==> config.mk <==
export PLATFORM = sky130hd
export DESIGN_NAME = interrupt_pin_two_map_and_filter_config
export DESIGN_NICKNAME = d
export VERILOG_FILES = /design/src/logic/interrupt_pin_two_cfg_pkg.sv /design/src/logic/interrupt_pin_two_map_and_filter_config.sv
export VERILOG_INCLUDE_DIRS = /design/src /design/src/logic
export SDC_FILE = /design/constraint.sdc
export NUM_CORES = 1
export LEC_CHECK = 0
export BUFFER_PORTS_ARGS = -buffer_cell sky130_fd_sc_hd__buf_4
export CAP_MARGIN = 20
export CORE_MARGIN = 1
export CORE_UTILIZATION = 30
export DETAILED_ROUTE_END_ITERATION = 8
export GPL_TIMING_DRIVEN = 0
export SYNTH_ARGS = -nofsm -noshare
export SYNTH_HDL_FRONTEND = slang
export SYNTH_SLANG_ARGS = --single-unit
==> constraint.sdc <==
create_clock -name pclk -period 2.6 [get_ports pclk]
set_clock_uncertainty 0.2 [all_clocks]
set_input_delay 0.52 -clock pclk [delete_from_list [all_inputs] [get_ports pclk]]
set_output_delay 0.52 -clock pclk [all_outputs]
set_load 0.1 [all_outputs]
==> src/logic/interrupt_pin_two_cfg_map.svh <==
// Purpose: offsets, field positions, reset values of the pin-two map / filter block
// Assumes: register index times four gives the APB byte address
// Notes:   definitions only
`ifndef INTERRUPT_PIN_TWO_CFG_MAP_SVH
`define INTERRUPT_PIN_TWO_CFG_MAP_SVH

// ==========================================================
// register indices
`define IDX_ROUTE      8'h2B
`define IDX_FILTER     8'h2C
`define IDX_POWER      8'h2D
`define IDX_SOFT_RST   8'h1F
`define IDX_EVT_STAT   8'h40
`define IDX_EVT_EN     8'h41
`define IDX_EVT_CLR    8'h42

// ==========================================================
// reset values and keys
`define ROUTE_RESET    8'h00
`define FILTER_RESET   8'h23
`define POWER_RESET    2'h0
`define SOFT_RST_KEY   8'h52

// ==========================================================
// field positions
`define RT_ACTIVE_LOW  7
`define FC_RANGE_HI    7
`define FC_RANGE_LO    6
`define FC_HS          5
`define FC_EXT         3
`define FC_RATE_HI     2
`define FC_RATE_LO     0

// ==========================================================
// event status bits
`define EV_PIN_ASSERT  0
`define EV_TRIGGER     1
`define EV_HS_CODE     2
`define EV_REFUSED     3
`define EV_WIDTH       4

`endif

==> src/logic/interrupt_pin_two_cfg_pkg.sv <==
// Purpose: types of the pin-two map / filter block
// Assumes: codes follow the register field layout
// Notes:   constants live in interrupt_pin_two_cfg_map.svh
package interrupt_pin_two_cfg_pkg;

    // ==========================================================
    // field encodings
    typedef enum logic [1:0] {
        MODE_STANDBY = 2'h0,
        MODE_RSVD_A  = 2'h1,
        MODE_OPERATING_MODE_FIELD = 2'h2,
        MODE_RSVD_B  = 2'h3
    } op_mode_t;

    typedef enum logic [1:0] {
        RANGE_2G   = 2'h0,
        RANGE_4G   = 2'h1,
        RANGE_8G   = 2'h2,
        RANGE_RSVD = 2'h3
    } range_t;

    typedef enum logic [2:0] {
        RATE_12HZ5 = 3'h0,
        RATE_25HZ  = 3'h1,
        RATE_50HZ  = 3'h2,
        RATE_100HZ = 3'h3,
        RATE_200HZ = 3'h4,
        RATE_400HZ = 3'h5,
        RATE_RSV6  = 3'h6,
        RATE_RSV7  = 3'h7
    } rate_t;

endpackage : interrupt_pin_two_cfg_pkg

==> src/logic/interrupt_pin_two_map_and_filter_config.sv <==
// Purpose: pin-two event routing and range / rate / bus-mode configuration over APB
// Assumes: event flags come from logic on pclk; the pin input is asynchronous
// Notes:   APB answers one cycle after the access phase starts
//
// The implementer's own choice: register access over APB.
`timescale 1ns/1ps
`include "interrupt_pin_two_cfg_map.svh"

module interrupt_pin_two_map_and_filter_config
    import interrupt_pin_two_cfg_pkg::*;
(
    input  wire logic        pclk,
    input  wire logic        presetn,
    input  wire logic        psel,
    input  wire logic        penable,
    input  wire logic        pwrite,
    input  wire logic [11:0] paddr,
    input  wire logic [31:0] pwdata,
    output logic      [31:0] prdata,
    output logic             pready,
    output logic             pslverr,
    input  wire logic        awake_state,
    input  wire logic        inactivity_flag,
    input  wire logic        activity_flag,
    input  wire logic        overrun_flag,
    input  wire logic        buffer_watermark_flag,
    input  wire logic        buffer_ready_flag,
    input  wire logic        sample_ready_flag,
    input  wire logic        hs_master_code_seen,
    input  wire logic        interrupt_pin_two_in,
    output logic             interrupt_pin_two_out,
    output logic             interrupt_pin_two_oe,
    output logic             conversion_trigger,
    output range_t           range_select,
    output logic             high_speed_bus_mode,
    output logic             external_trigger_enable,
    output rate_t            output_rate_select,
    output op_mode_t         operating_mode_field,
    output logic             irq
);

    // ==========================================================
    // decode helpers
    function automatic logic hit(input logic [11:0] a, input logic [7:0] idx);
        hit = (a == {2'b00, idx, 2'b00});
    endfunction : hit

    logic [7:0]           route;
    logic [`EV_WIDTH-1:0] evt_status;
    logic [`EV_WIDTH-1:0] evt_enable;
    logic                 route_level_q;
    logic                 pin_sync1;
    logic                 pin_sync2;
    logic                 pin_sync3;

    // ==========================================================
    // APB decode
    wire       access_first = psel & penable & ~pready;
    wire       commit       = psel & penable & pready;
    wire       wr           = commit & pwrite;
    wire [7:0] wbyte        = pwdata[7:0];

    wire sel_route  = hit(paddr, `IDX_ROUTE);
    wire sel_filter = hit(paddr, `IDX_FILTER);
    wire sel_power  = hit(paddr, `IDX_POWER);
    wire sel_srst   = hit(paddr, `IDX_SOFT_RST);
    wire sel_stat   = hit(paddr, `IDX_EVT_STAT);
    wire sel_en     = hit(paddr, `IDX_EVT_EN);
    wire sel_clr    = hit(paddr, `IDX_EVT_CLR);
    wire mapped     = sel_route | sel_filter | sel_power | sel_srst | sel_stat
                    | sel_en | sel_clr;

    wire wr_route  = wr & sel_route;
    wire wr_filter = wr & sel_filter;
    wire wr_power  = wr & sel_power;
    wire soft_rst  = wr & sel_srst & (wbyte == `SOFT_RST_KEY);
    wire wr_en     = wr & sel_en;
    wire wr_clr    = wr & sel_clr;

    // ==========================================================
    // filter control field checks
    wire [1:0] w_range = wbyte[`FC_RANGE_HI:`FC_RANGE_LO];
    wire [2:0] w_rate  = wbyte[`FC_RATE_HI:`FC_RATE_LO];
    wire       w_hs    = wbyte[`FC_HS];
    wire       range_ok = (w_range != RANGE_RSVD);
    wire       rate_ok  = (w_rate != RATE_RSV6) && (w_rate != RATE_RSV7);
    // high speed may only drop, and only in standby
    wire       hs_clear_ok = ~w_hs & (operating_mode_field == MODE_STANDBY);
    wire       hs_refused  = high_speed_bus_mode ? (~w_hs & ~hs_clear_ok)
                                                 : w_hs;
    wire [1:0] w_mode   = wbyte[1:0];
    wire       mode_ok  = (w_mode == MODE_STANDBY) || (w_mode == MODE_OPERATING_MODE_FIELD);
    wire       refused  = (wr_filter & (~range_ok | ~rate_ok | hs_refused))
                        | (wr_power & ~mode_ok);

    // ==========================================================
    // read mux; reserved bits read zero
    wire [7:0] filter_rd = {range_select, high_speed_bus_mode, 1'b0,
                            external_trigger_enable, output_rate_select};
    wire [7:0] read_byte = sel_route  ? route :
                           sel_filter ? filter_rd :
                           sel_power  ? {6'h00, operating_mode_field} :
                           sel_stat   ? {4'h0, evt_status} :
                           sel_en     ? {4'h0, evt_enable} : 8'h00;

    // writes answer zero data; only reads put a register on the bus
    always_ff @(posedge pclk or negedge presetn) begin
        if (!presetn) begin
            pready  <= 1'b0;
            pslverr <= 1'b0;
            prdata  <= 32'h0000_0000;
        end else begin
            pready  <= access_first;
            pslverr <= access_first & ~mapped;
            prdata  <= (access_first & ~pwrite) ? {24'h00_0000, read_byte} : 32'h0000_0000;
        end
    end

    // ==========================================================
    // routing register
    always_ff @(posedge pclk or negedge presetn) begin
        if (!presetn) begin
            route <= `ROUTE_RESET;
        end else if (soft_rst) begin
            route <= `ROUTE_RESET;
        end else if (wr_route) begin
            route <= wbyte;
        end
    end

    // ==========================================================
    // filter control and operating mode
    always_ff @(posedge pclk or negedge presetn) begin
        if (!presetn) begin
            range_select            <= range_t'(2'(`FILTER_RESET >> `FC_RANGE_LO));
            high_speed_bus_mode     <= 1'(`FILTER_RESET >> `FC_HS);
            external_trigger_enable <= 1'b0;
            output_rate_select      <= rate_t'(3'(`FILTER_RESET));
        end else if (soft_rst) begin
            range_select            <= range_t'(2'(`FILTER_RESET >> `FC_RANGE_LO));
            high_speed_bus_mode     <= 1'(`FILTER_RESET >> `FC_HS);
            external_trigger_enable <= 1'b0;
            output_rate_select      <= rate_t'(3'(`FILTER_RESET));
        end else if (wr_filter) begin
            if (range_ok) begin
                range_select <= range_t'(w_range);
            end
            if (high_speed_bus_mode && hs_clear_ok) begin
                high_speed_bus_mode <= 1'b0;
            end
            external_trigger_enable <= wbyte[`FC_EXT];
            if (rate_ok) begin
                output_rate_select <= rate_t'(w_rate);
            end
        end
    end
    // the serial front end's master code is only logged, never obeyed

    always_ff @(posedge pclk or negedge presetn) begin
        if (!presetn) begin
            operating_mode_field <= MODE_STANDBY;
        end else if (soft_rst) begin
            operating_mode_field <= MODE_STANDBY;
        end else if (wr_power && mode_ok) begin
            operating_mode_field <= op_mode_t'(w_mode);
        end
    end

    // ==========================================================
    // pin-two routing and drive
    wire [6:0] flags = {awake_state, inactivity_flag, activity_flag, overrun_flag,
                        buffer_watermark_flag, buffer_ready_flag, sample_ready_flag};
    // bits 5, 3, 1 follow their register, pin two, not the pin-one wording
    wire route_level = |(route[6:0] & flags);

    always_ff @(posedge pclk or negedge presetn) begin
        if (!presetn) begin
            interrupt_pin_two_out <= 1'b0;
            interrupt_pin_two_oe  <= 1'b1;
            route_level_q         <= 1'b0;
        end else begin
            interrupt_pin_two_out <= route_level ^ route[`RT_ACTIVE_LOW];
            interrupt_pin_two_oe  <= ~external_trigger_enable;
            route_level_q         <= route_level;
        end
    end

    // ==========================================================
    // external trigger input, two-flop synchroniser then edge
    always_ff @(posedge pclk or negedge presetn) begin
        if (!presetn) begin
            pin_sync1          <= 1'b0;
            pin_sync2          <= 1'b0;
            pin_sync3          <= 1'b0;
            conversion_trigger <= 1'b0;
        end else begin
            pin_sync1          <= interrupt_pin_two_in;
            pin_sync2          <= pin_sync1;
            pin_sync3          <= pin_sync2;
            conversion_trigger <= external_trigger_enable & pin_sync2 & ~pin_sync3;
        end
    end

    // ==========================================================
    // sticky events; a set in the clear cycle wins
    wire [`EV_WIDTH-1:0] ev_set = {refused,
                                   hs_master_code_seen,
                                   conversion_trigger,
                                   route_level & ~route_level_q};
    wire [`EV_WIDTH-1:0] ev_clr = wr_clr ? wbyte[`EV_WIDTH-1:0] : {`EV_WIDTH{1'b0}};

    always_ff @(posedge pclk or negedge presetn) begin
        if (!presetn) begin
            evt_status <= {`EV_WIDTH{1'b0}};
            evt_enable <= {`EV_WIDTH{1'b0}};
            irq        <= 1'b0;
        end else begin
            evt_status <= (evt_status & ~ev_clr) | ev_set;
            if (wr_en) begin
                evt_enable <= wbyte[`EV_WIDTH-1:0];
            end
            irq <= |(evt_status & evt_enable);
        end
    end
endmodule : interrupt_pin_two_map_and_filter_config

==> results of run 1 <==
synthesized netlist by cell type (3+ instances only):
| cell type | count |
|---|---|
| dfrtp_1 | 39 |
| buf_4 | 24 |
| nor2_1 | 14 |
| a22oi_1 | 9 |
| o21ai_0 | 9 |
| a22o_1 | 8 |
| nand3_1 | 8 |
| mux2_2 | 7 |
| nand2_1 | 6 |
| a21oi_1 | 5 |
| inv_1 | 5 |
| a221oi_1 | 4 |
| dfstp_2 | 4 |
| nor3_1 | 4 |
| nor4_1 | 4 |
| a21o_1 | 3 |
| nand4_1 | 3 |
| nand4b_1 | 3 |
| or3_1 | 3 |
worst register-to-register path, stage by stage, from the launching register on:
cell and delay [ns]:
dfrtp_1 0.39, nand4_1 0.28, nor4_4 0.69, a21oi_2 0.17, a22o_1 0.22
final timing paths:
| kind | slack [ns] | to | cells past startpoint | from |
|---|---|---|---|---|
| worst min-delay path | 0.01 | conversion_trigger$_DFF_PN0_ | 1 | presetn |
| max in group asynchronous | 1.81 | output_rate_select[1]$_DFFE_PN1P_ | 1 | presetn |
| worst max-delay path | 0.23 | evt_enable[1]$_DFFE_PN0P_ | 6 | paddr[1] |
| worst max register to register | 0.54 | route[0]$_DFFE_PN0P_ | 4 | pready$_DFF_PN0_ |
| worst min register to register | 0.16 | pin_sync2$_DFF_PN0_ | 0 | pin_sync1$_DFF_PN0_ |
| min in group pclk | 0.13 | pin_sync1$_DFF_PN0_ | 1 | interrupt_pin_two_in |
cell families (layout without fill, tap and decap cells):
| group | Yosys count | after routing | share of synthesized area |
|---|---|---|---|
| multiplexers | 10 | 10 | 0.0493 |
| buffers and inverters | 33 | 96 | 0.103 |
| AO/OA/AOI/OAI | 48 | 48 | 0.158 |
| AND/OR/NAND/NOR | 68 | 68 | 0.201 |
| flip-flops | 43 | 43 | 0.484 |
| other | 1 | 24 | 0.00168 |
| XOR/XNOR | 1 | 1 | 0.00392 |
metrics by stage:
stage / total power (W) / hold WS, ns / instances / setup slack, ns
after floorplan: 0.000907 / 0.0244 / 227 / 0.0783
after global placement: 0.000983 / 0.132 / 381 / -0.0297
after detailed placement: 0.000984 / 0.141 / 381 / -0.0472
after CTS: 0.00139 / 0.0273 / 389 / 0.265
after global routing: 0.00144 / 0.0465 / 389 / 0.163
final: 0.00138 / 0.0115 / 389 / 0.231
state kept, by name, indices dropped and copies added, names as in the netlist, 2 cells and up:
signal,flops
route,8
prdata,8
range_select,2
output_rate_select,3
evt_status,4
evt_enable,4
operating_mode_field,2
layer usage:
layer  up-vias  share of wire
met2        80           0.44
met5         -              0
met3         5          0.069
met4         0          0.015
li1        898              -
met1       904           0.47
report_power, final:
| part | switching [W] | internal [W] |
|---|---|---|
| Combinational | 0.000222 | 0.0000735 |
| Sequential | 0.00000222 | 0.000673 |
| Clock | 0.000217 | 0.000189 |
cells in the final DEF, fill, tap and decap left out, drive strengths merged, types with 2 or more instances in the layout:
cell / n
nand4: 3
conb: 24
nand4b: 3
nor2: 14
dfstp: 4
or4b: 2
o21ai: 9
nor3: 6
nand3: 8
a22o: 8
and4: 2
a221oi: 4
o21ba: 2
nand4bb: 2
mux2i: 2
and3: 2
a22oi: 9
and2: 2
nand3b: 2
a21oi: 6
inv: 5
mux2: 8
clkbuf: 9
nor4: 6
or3: 4
dfrtp: 39
a21o: 3
buf: 81
nand2: 6
layout make-up:
type,count,area (um^2)
Fill cell,738,4280
Multi-Input combinational cell,151,1010
Inverter,5,18.8
Buffer,28,210
Tap cell,99,124
Timing Repair Buffer,55,413
Clock buffer,7,76.3
Clock inverter,1,5.00
Sequential cell,43,1080
==> qor.txt, run 1 <==
average cell area after synthesis: 10.9 um^2
series of cell instances along the critical path: buf_4 -> or3_1 -> clkbuf_1 -> nor3_2 -> and4b_1 -> mux2_2
setup fix buffers added after clock tree synthesis: 0
setup repair after global routing missed its margin: no
Critical Path End Type: flop
total gr overflow: 0
post-place instance area: 2860 um^2
leakage power of the design: 1.42 nW
maximum resistive drop on vdd: 179 uV
vias: 1887
Resized Gates After CTS: 0
total routing resource utilization after global routing: 0.155
Critical-path top delay cell: nor3_2
final sum of negative setup slack: 0 ns
chip height: 88.3 um
Routed WL: 5690 um
synthesis-stage register bit count: 43
kind of launch point of the worst setup path: input pin
top flip-flop cell by instance count after synthesis: dfrtp_1
area overhead of the layout relative to synthesis: 31.5%
die outline width: 88.3 um
clock root buffer master: clkbuf_8
Synth Instances: 204
source-to-sink clock delay at the later pin of the worst-skew pair: 0.29 ns
Worst Setup Path Type: input pin to flop
post-route cell area: 2940 um^2
H-tree levels: 2
area share of the largest cell type after synthesis: 0.437
number of buffers inserted during clock tree synthesis: 5
data required time of the worst path: 2.58 ns
die footprint: 7790 um^2
cell area after synthesis: 2230 um^2
number of distinct library cells after synthesis: 51
Final Max Tran Viols: 0
Detail Route Antenna Nets: 0
final weighted congestion of routability-driven global placement: 0.800
clock slew at reported path FFs: 0.07 ns
first-pass GRT wire length: 8860 um
highest fanout seen on the critical path: 6
number of nets in the layout: 347
first-iteration detailed-routing DRC count: 132
final hold violations: 0
most heavily used metal layer in global routing: met2
status: complete, no violations
met1 track utilization from global routing: 0.224
via density per instance: 4.85
Yosys top cell by area: dfrtp_1
clock sink total: 43
number of top-level pins: 105
clock period minus final worst setup slack: 2.37 ns
Diodes inserted: 0
tightest slew margin relative to the limit: 0.411
final-report setup violation count: 0
largest net degree at the start of global routing: 44
met2 Track Usage GR: 0.224
crit-path max cell delay: 0.40 ns
hold buffer count at cts: 0
worst hold-check path type: input pin to async pin
vias in the first global route: 1655
Highest Clock Rate: 422 MHz
total of buffers placed on input and output ports: 55
final standard cell utilization of the core: 0.407
most area-consuming cells after synthesis: dfrtp_1 44%, buf_4 8.1%, dfstp_2 4.7%
iteration count of the initial detailed-routing pass: 6
DRC viols: 0
row cnt: 31
count of buffer and inverter cells on the critical path: 2
initial antenna violation count: 0
Core Region: 7210 um^2
maximum clock path buffer count: 2
fraction of the yosys area taken by sequential cells: 0.484
routed length per placed instance: 14.6 um
number of warnings issued by yosys: 0
kind of cell adding the most delay to the critical path: simple AND/OR/NAND/NOR gates
data arrival at the endpoint of the critical path: 2.35 ns
post-detailed-placement half-perimeter wirelength: 4320 um
number of flops mapped to enable cells by yosys: 0
fraction of layout instances using a drive strength above 1: 0.372
Final period util: 0.911
slew at the pin with the worst max-slew slack: 0.875 ns
met3 track utilization from global routing: 0.0280
max-cap viol count: 0
starting utilization of the core area: 0.310
Async SR Flop Fraction: 1.00
TritonCTS clock tree: yes
power density over the cells: 469 nW/um^2
(Power assumes the default switching activity.)
==> run 2, diff against run 1 <==
--- a/config.mk
+++ b/config.mk
@@ -12,6 +12,7 @@
 export CORE_UTILIZATION = 30
 export DETAILED_ROUTE_END_ITERATION = 8
 export GPL_TIMING_DRIVEN = 0
+export RECOVER_POWER = 50
 export SYNTH_ARGS = -nofsm -noshare
 export SYNTH_HDL_FRONTEND = slang
 export SYNTH_SLANG_ARGS = --single-unit
==> run 2 against run 1 <==
Net effect:
- count of clock-buffer cells in the layout is the same
- sequential cell count did not move
- first-iteration DRC count is the same
- largest power group unchanged
- final cell count unchanged
- wire length stayed put
- sequential power about the same
- via count hardly changed
- fmax about the same
- global-route usage unchanged
- non-clock buffer count is the same
==> qor.txt, run 2 (synthesis gave the netlist of run 1 again) <==
status: complete, no violations (unchanged)
max-cap viol count: 0 (unchanged)
Final WS setup: 0.232 ns (was 0.231 ns)
worst slack at placement: -0.0472 ns (unchanged)
Detail Route Antenna Nets: 0 (unchanged)
vias: 1886 (was 1887)
first-pass GRT wire length: 8860 um (unchanged)
via density per instance: 4.85 (about the same)
Core Region: 7210 um^2 (unchanged)
TritonCTS clock tree: yes (unchanged)
internal power of the cells: 0.000935 W (about the same)
number of fillers in the final layout: 741 (was 738)
post-detailed-placement half-perimeter wirelength: 4320 um (unchanged)
number of buffers inserted during clock tree synthesis: 5 (unchanged)
final hold violations: 0 (unchanged)
worst hold-check path type: input pin to flop (was input pin to async pin)
leakage power of the design: 1.41 nW (was 1.42 nW)
Hold WS: 0.154 ns (was 0.0115 ns)
clock sink total: 43 (unchanged)
data required time of the worst path: 2.58 ns (about the same)
routed length per placed instance: 14.6 um (unchanged)
setup fix buffers added after clock tree synthesis: 0 (unchanged)
leading registers by flop count: prdata x8, route x8 (unchanged)
setup repair after global routing missed its margin: no (unchanged)
clock period minus final worst setup slack: 2.37 ns (about the same)
iteration count of the initial detailed-routing pass: 4 (was 6)
number of nets in the layout: 347 (unchanged)
row cnt: 31 (unchanged)
commonest non-fill, non-tap cells in the layout: 75 x buf_4, 39 x dfrtp_1, 24 x conb_1 (was 79 x buf_4, 39 x dfrtp_1, 24 x conb_1)
chip height: 88.3 um (unchanged)
clock root buffer master: clkbuf_8 (unchanged)
kind of launch point of the worst setup path: input pin (unchanged)
fraction of layout instances using a drive strength above 1: 0.366 (was 0.372)
first-iteration detailed-routing DRC count: 132 (unchanged)
die footprint: 7790 um^2 (unchanged)
Worst Setup Path Type: input pin to flop (unchanged)
fraction of power consumed by sequential logic: 0.490 (was 0.491)
hold buffer count at cts: 0 (unchanged)
final weighted congestion of routability-driven global placement: 0.800 (unchanged)
H-tree levels: 2 (unchanged)
total routing resource utilization after global routing: 0.155 (unchanged)
largest net degree at the start of global routing: 44 (unchanged)
switching power share of the total: 0.321 (about the same)
Final period util: 0.911 (about the same)
slew at the pin with the worst max-slew slack: 1.17 ns (was 0.875 ns)
maximum resistive drop on vdd: 179 uV (about the same)
die outline width: 88.3 um (unchanged)
clock slew at reported path FFs: 0.08 ns (was 0.07 ns)
tightest slew margin relative to the limit: 0.226 (was 0.411)
Routed WL: 5690 um (unchanged)
power density over the cells: 470 nW/um^2 (was 469 nW/um^2)
final-report setup violation count: 0 (unchanged)
data arrival at the endpoint of the critical path: 2.35 ns (about the same)
number of top-level pins: 105 (unchanged)
Final Max Tran Viols: 0 (unchanged)
Critical Path End Type: flop (unchanged)
DRC viols: 0 (unchanged)
total gr overflow: 0 (unchanged)
commonest non-fill, non-tap cell in the layout: buf_4 (unchanged)
source-to-sink clock delay at the later pin of the worst-skew pair: 0.29 ns (about the same)
area overhead of the layout relative to synthesis: 31.1% (was 31.5%)
Resized Gates After CTS: 0 (unchanged)
Highest Clock Rate: 422 MHz (about the same)
highest fanout seen on the critical path: 6 (unchanged)
switching power of the nets: 0.000443 W (was 0.000441 W)
total of buffers placed on input and output ports: 55 (unchanged)
vias in the first global route: 1655 (unchanged)
maximum clock path buffer count: 2 (unchanged)
combinational power share: 0.215 (about the same)
Diodes inserted: 0 (unchanged)
initial antenna violation count: 0 (unchanged)
starting utilization of the core area: 0.310 (unchanged)
clock network fraction of total power: 0.295 (was 0.294)
==> run 2: critical path: stages <==
cell and delay (ns):
buf_4 0.12, or3_1 0.37, clkbuf_1 0.19, nor3_2 0.40, and4b_1 0.39, mux2_2 0.36
==> run 2: power by group through the flow <==
stage	registers (W)	clock network (W)	logic (W)
3_3_place_gp	0.000688	0	0.000295
6_report	0.000675	0.000406	0.000295
4_1_cts	0.000675	0.000422	0.000296
3_5_place_dp	0.000688	0	0.000295
5_1_grt	0.000676	0.000456	0.000311
2_1_floorplan	0.000701	0	0.000206
==> run 2: metrics by stage <==
step | cell area [um^2] | TNS (ns) | instances | utilization | power (W)
after floorplan | 2320 | 0 | 227 | - | 0.000907
after CTS | 2940 | 0 | 389 | 0.407 | 0.00139
after global routing | 2930 | 0 | 389 | 0.406 | 0.00144
after global placement | 2860 | -0.148 | 381 | 0.396 | 0.000983
after detailed placement | 2860 | -0.287 | 381 | 0.396 | 0.000984
final | 2930 | 0 | 389 | 0.406 | 0.00138
==> run 2: worst paths after layout <==
path	cells past startpoint	start	slack [ns]	end
max	6	paddr[1]	0.23	evt_enable[1]$_DFFE_PN0P_
min	1	interrupt_pin_two_in	0.15	pin_sync1$_DFF_PN0_
max reg2reg	4	pready$_DFF_PN0_	0.54	route[0]$_DFFE_PN0P_
min reg2reg	0	pin_sync1$_DFF_PN0_	0.16	pin_sync2$_DFF_PN0_
max in group asynchronous	1	presetn	1.32	route[1]$_DFFE_PN0P_
min in group asynchronous	1	presetn	0.22	conversion_trigger$_DFF_PN0_
==> run 2: final cells by class <==
class	count	area [um^2]	share of cell area
well taps	99	124	0.0423
clock buffers	7	76.3	0.0261
multi-input cells	151	1010	0.345
repair buffers	55	403	0.138
plain buffers	28	210	0.0718
flip-flops and latches	43	1080	0.369
clock inverters	1	5.00	0.00171
inverters	5	18.8	0.00641
==> run 2: per-layer routing <==
metal	up-vias	global-route usage	wire [um]
met1	903	0.224	2690
met5	-	0	0
met2	80	0.224	2510
met4	0	0.0674	87
li1	898	-	-
met3	5	0.0280	397
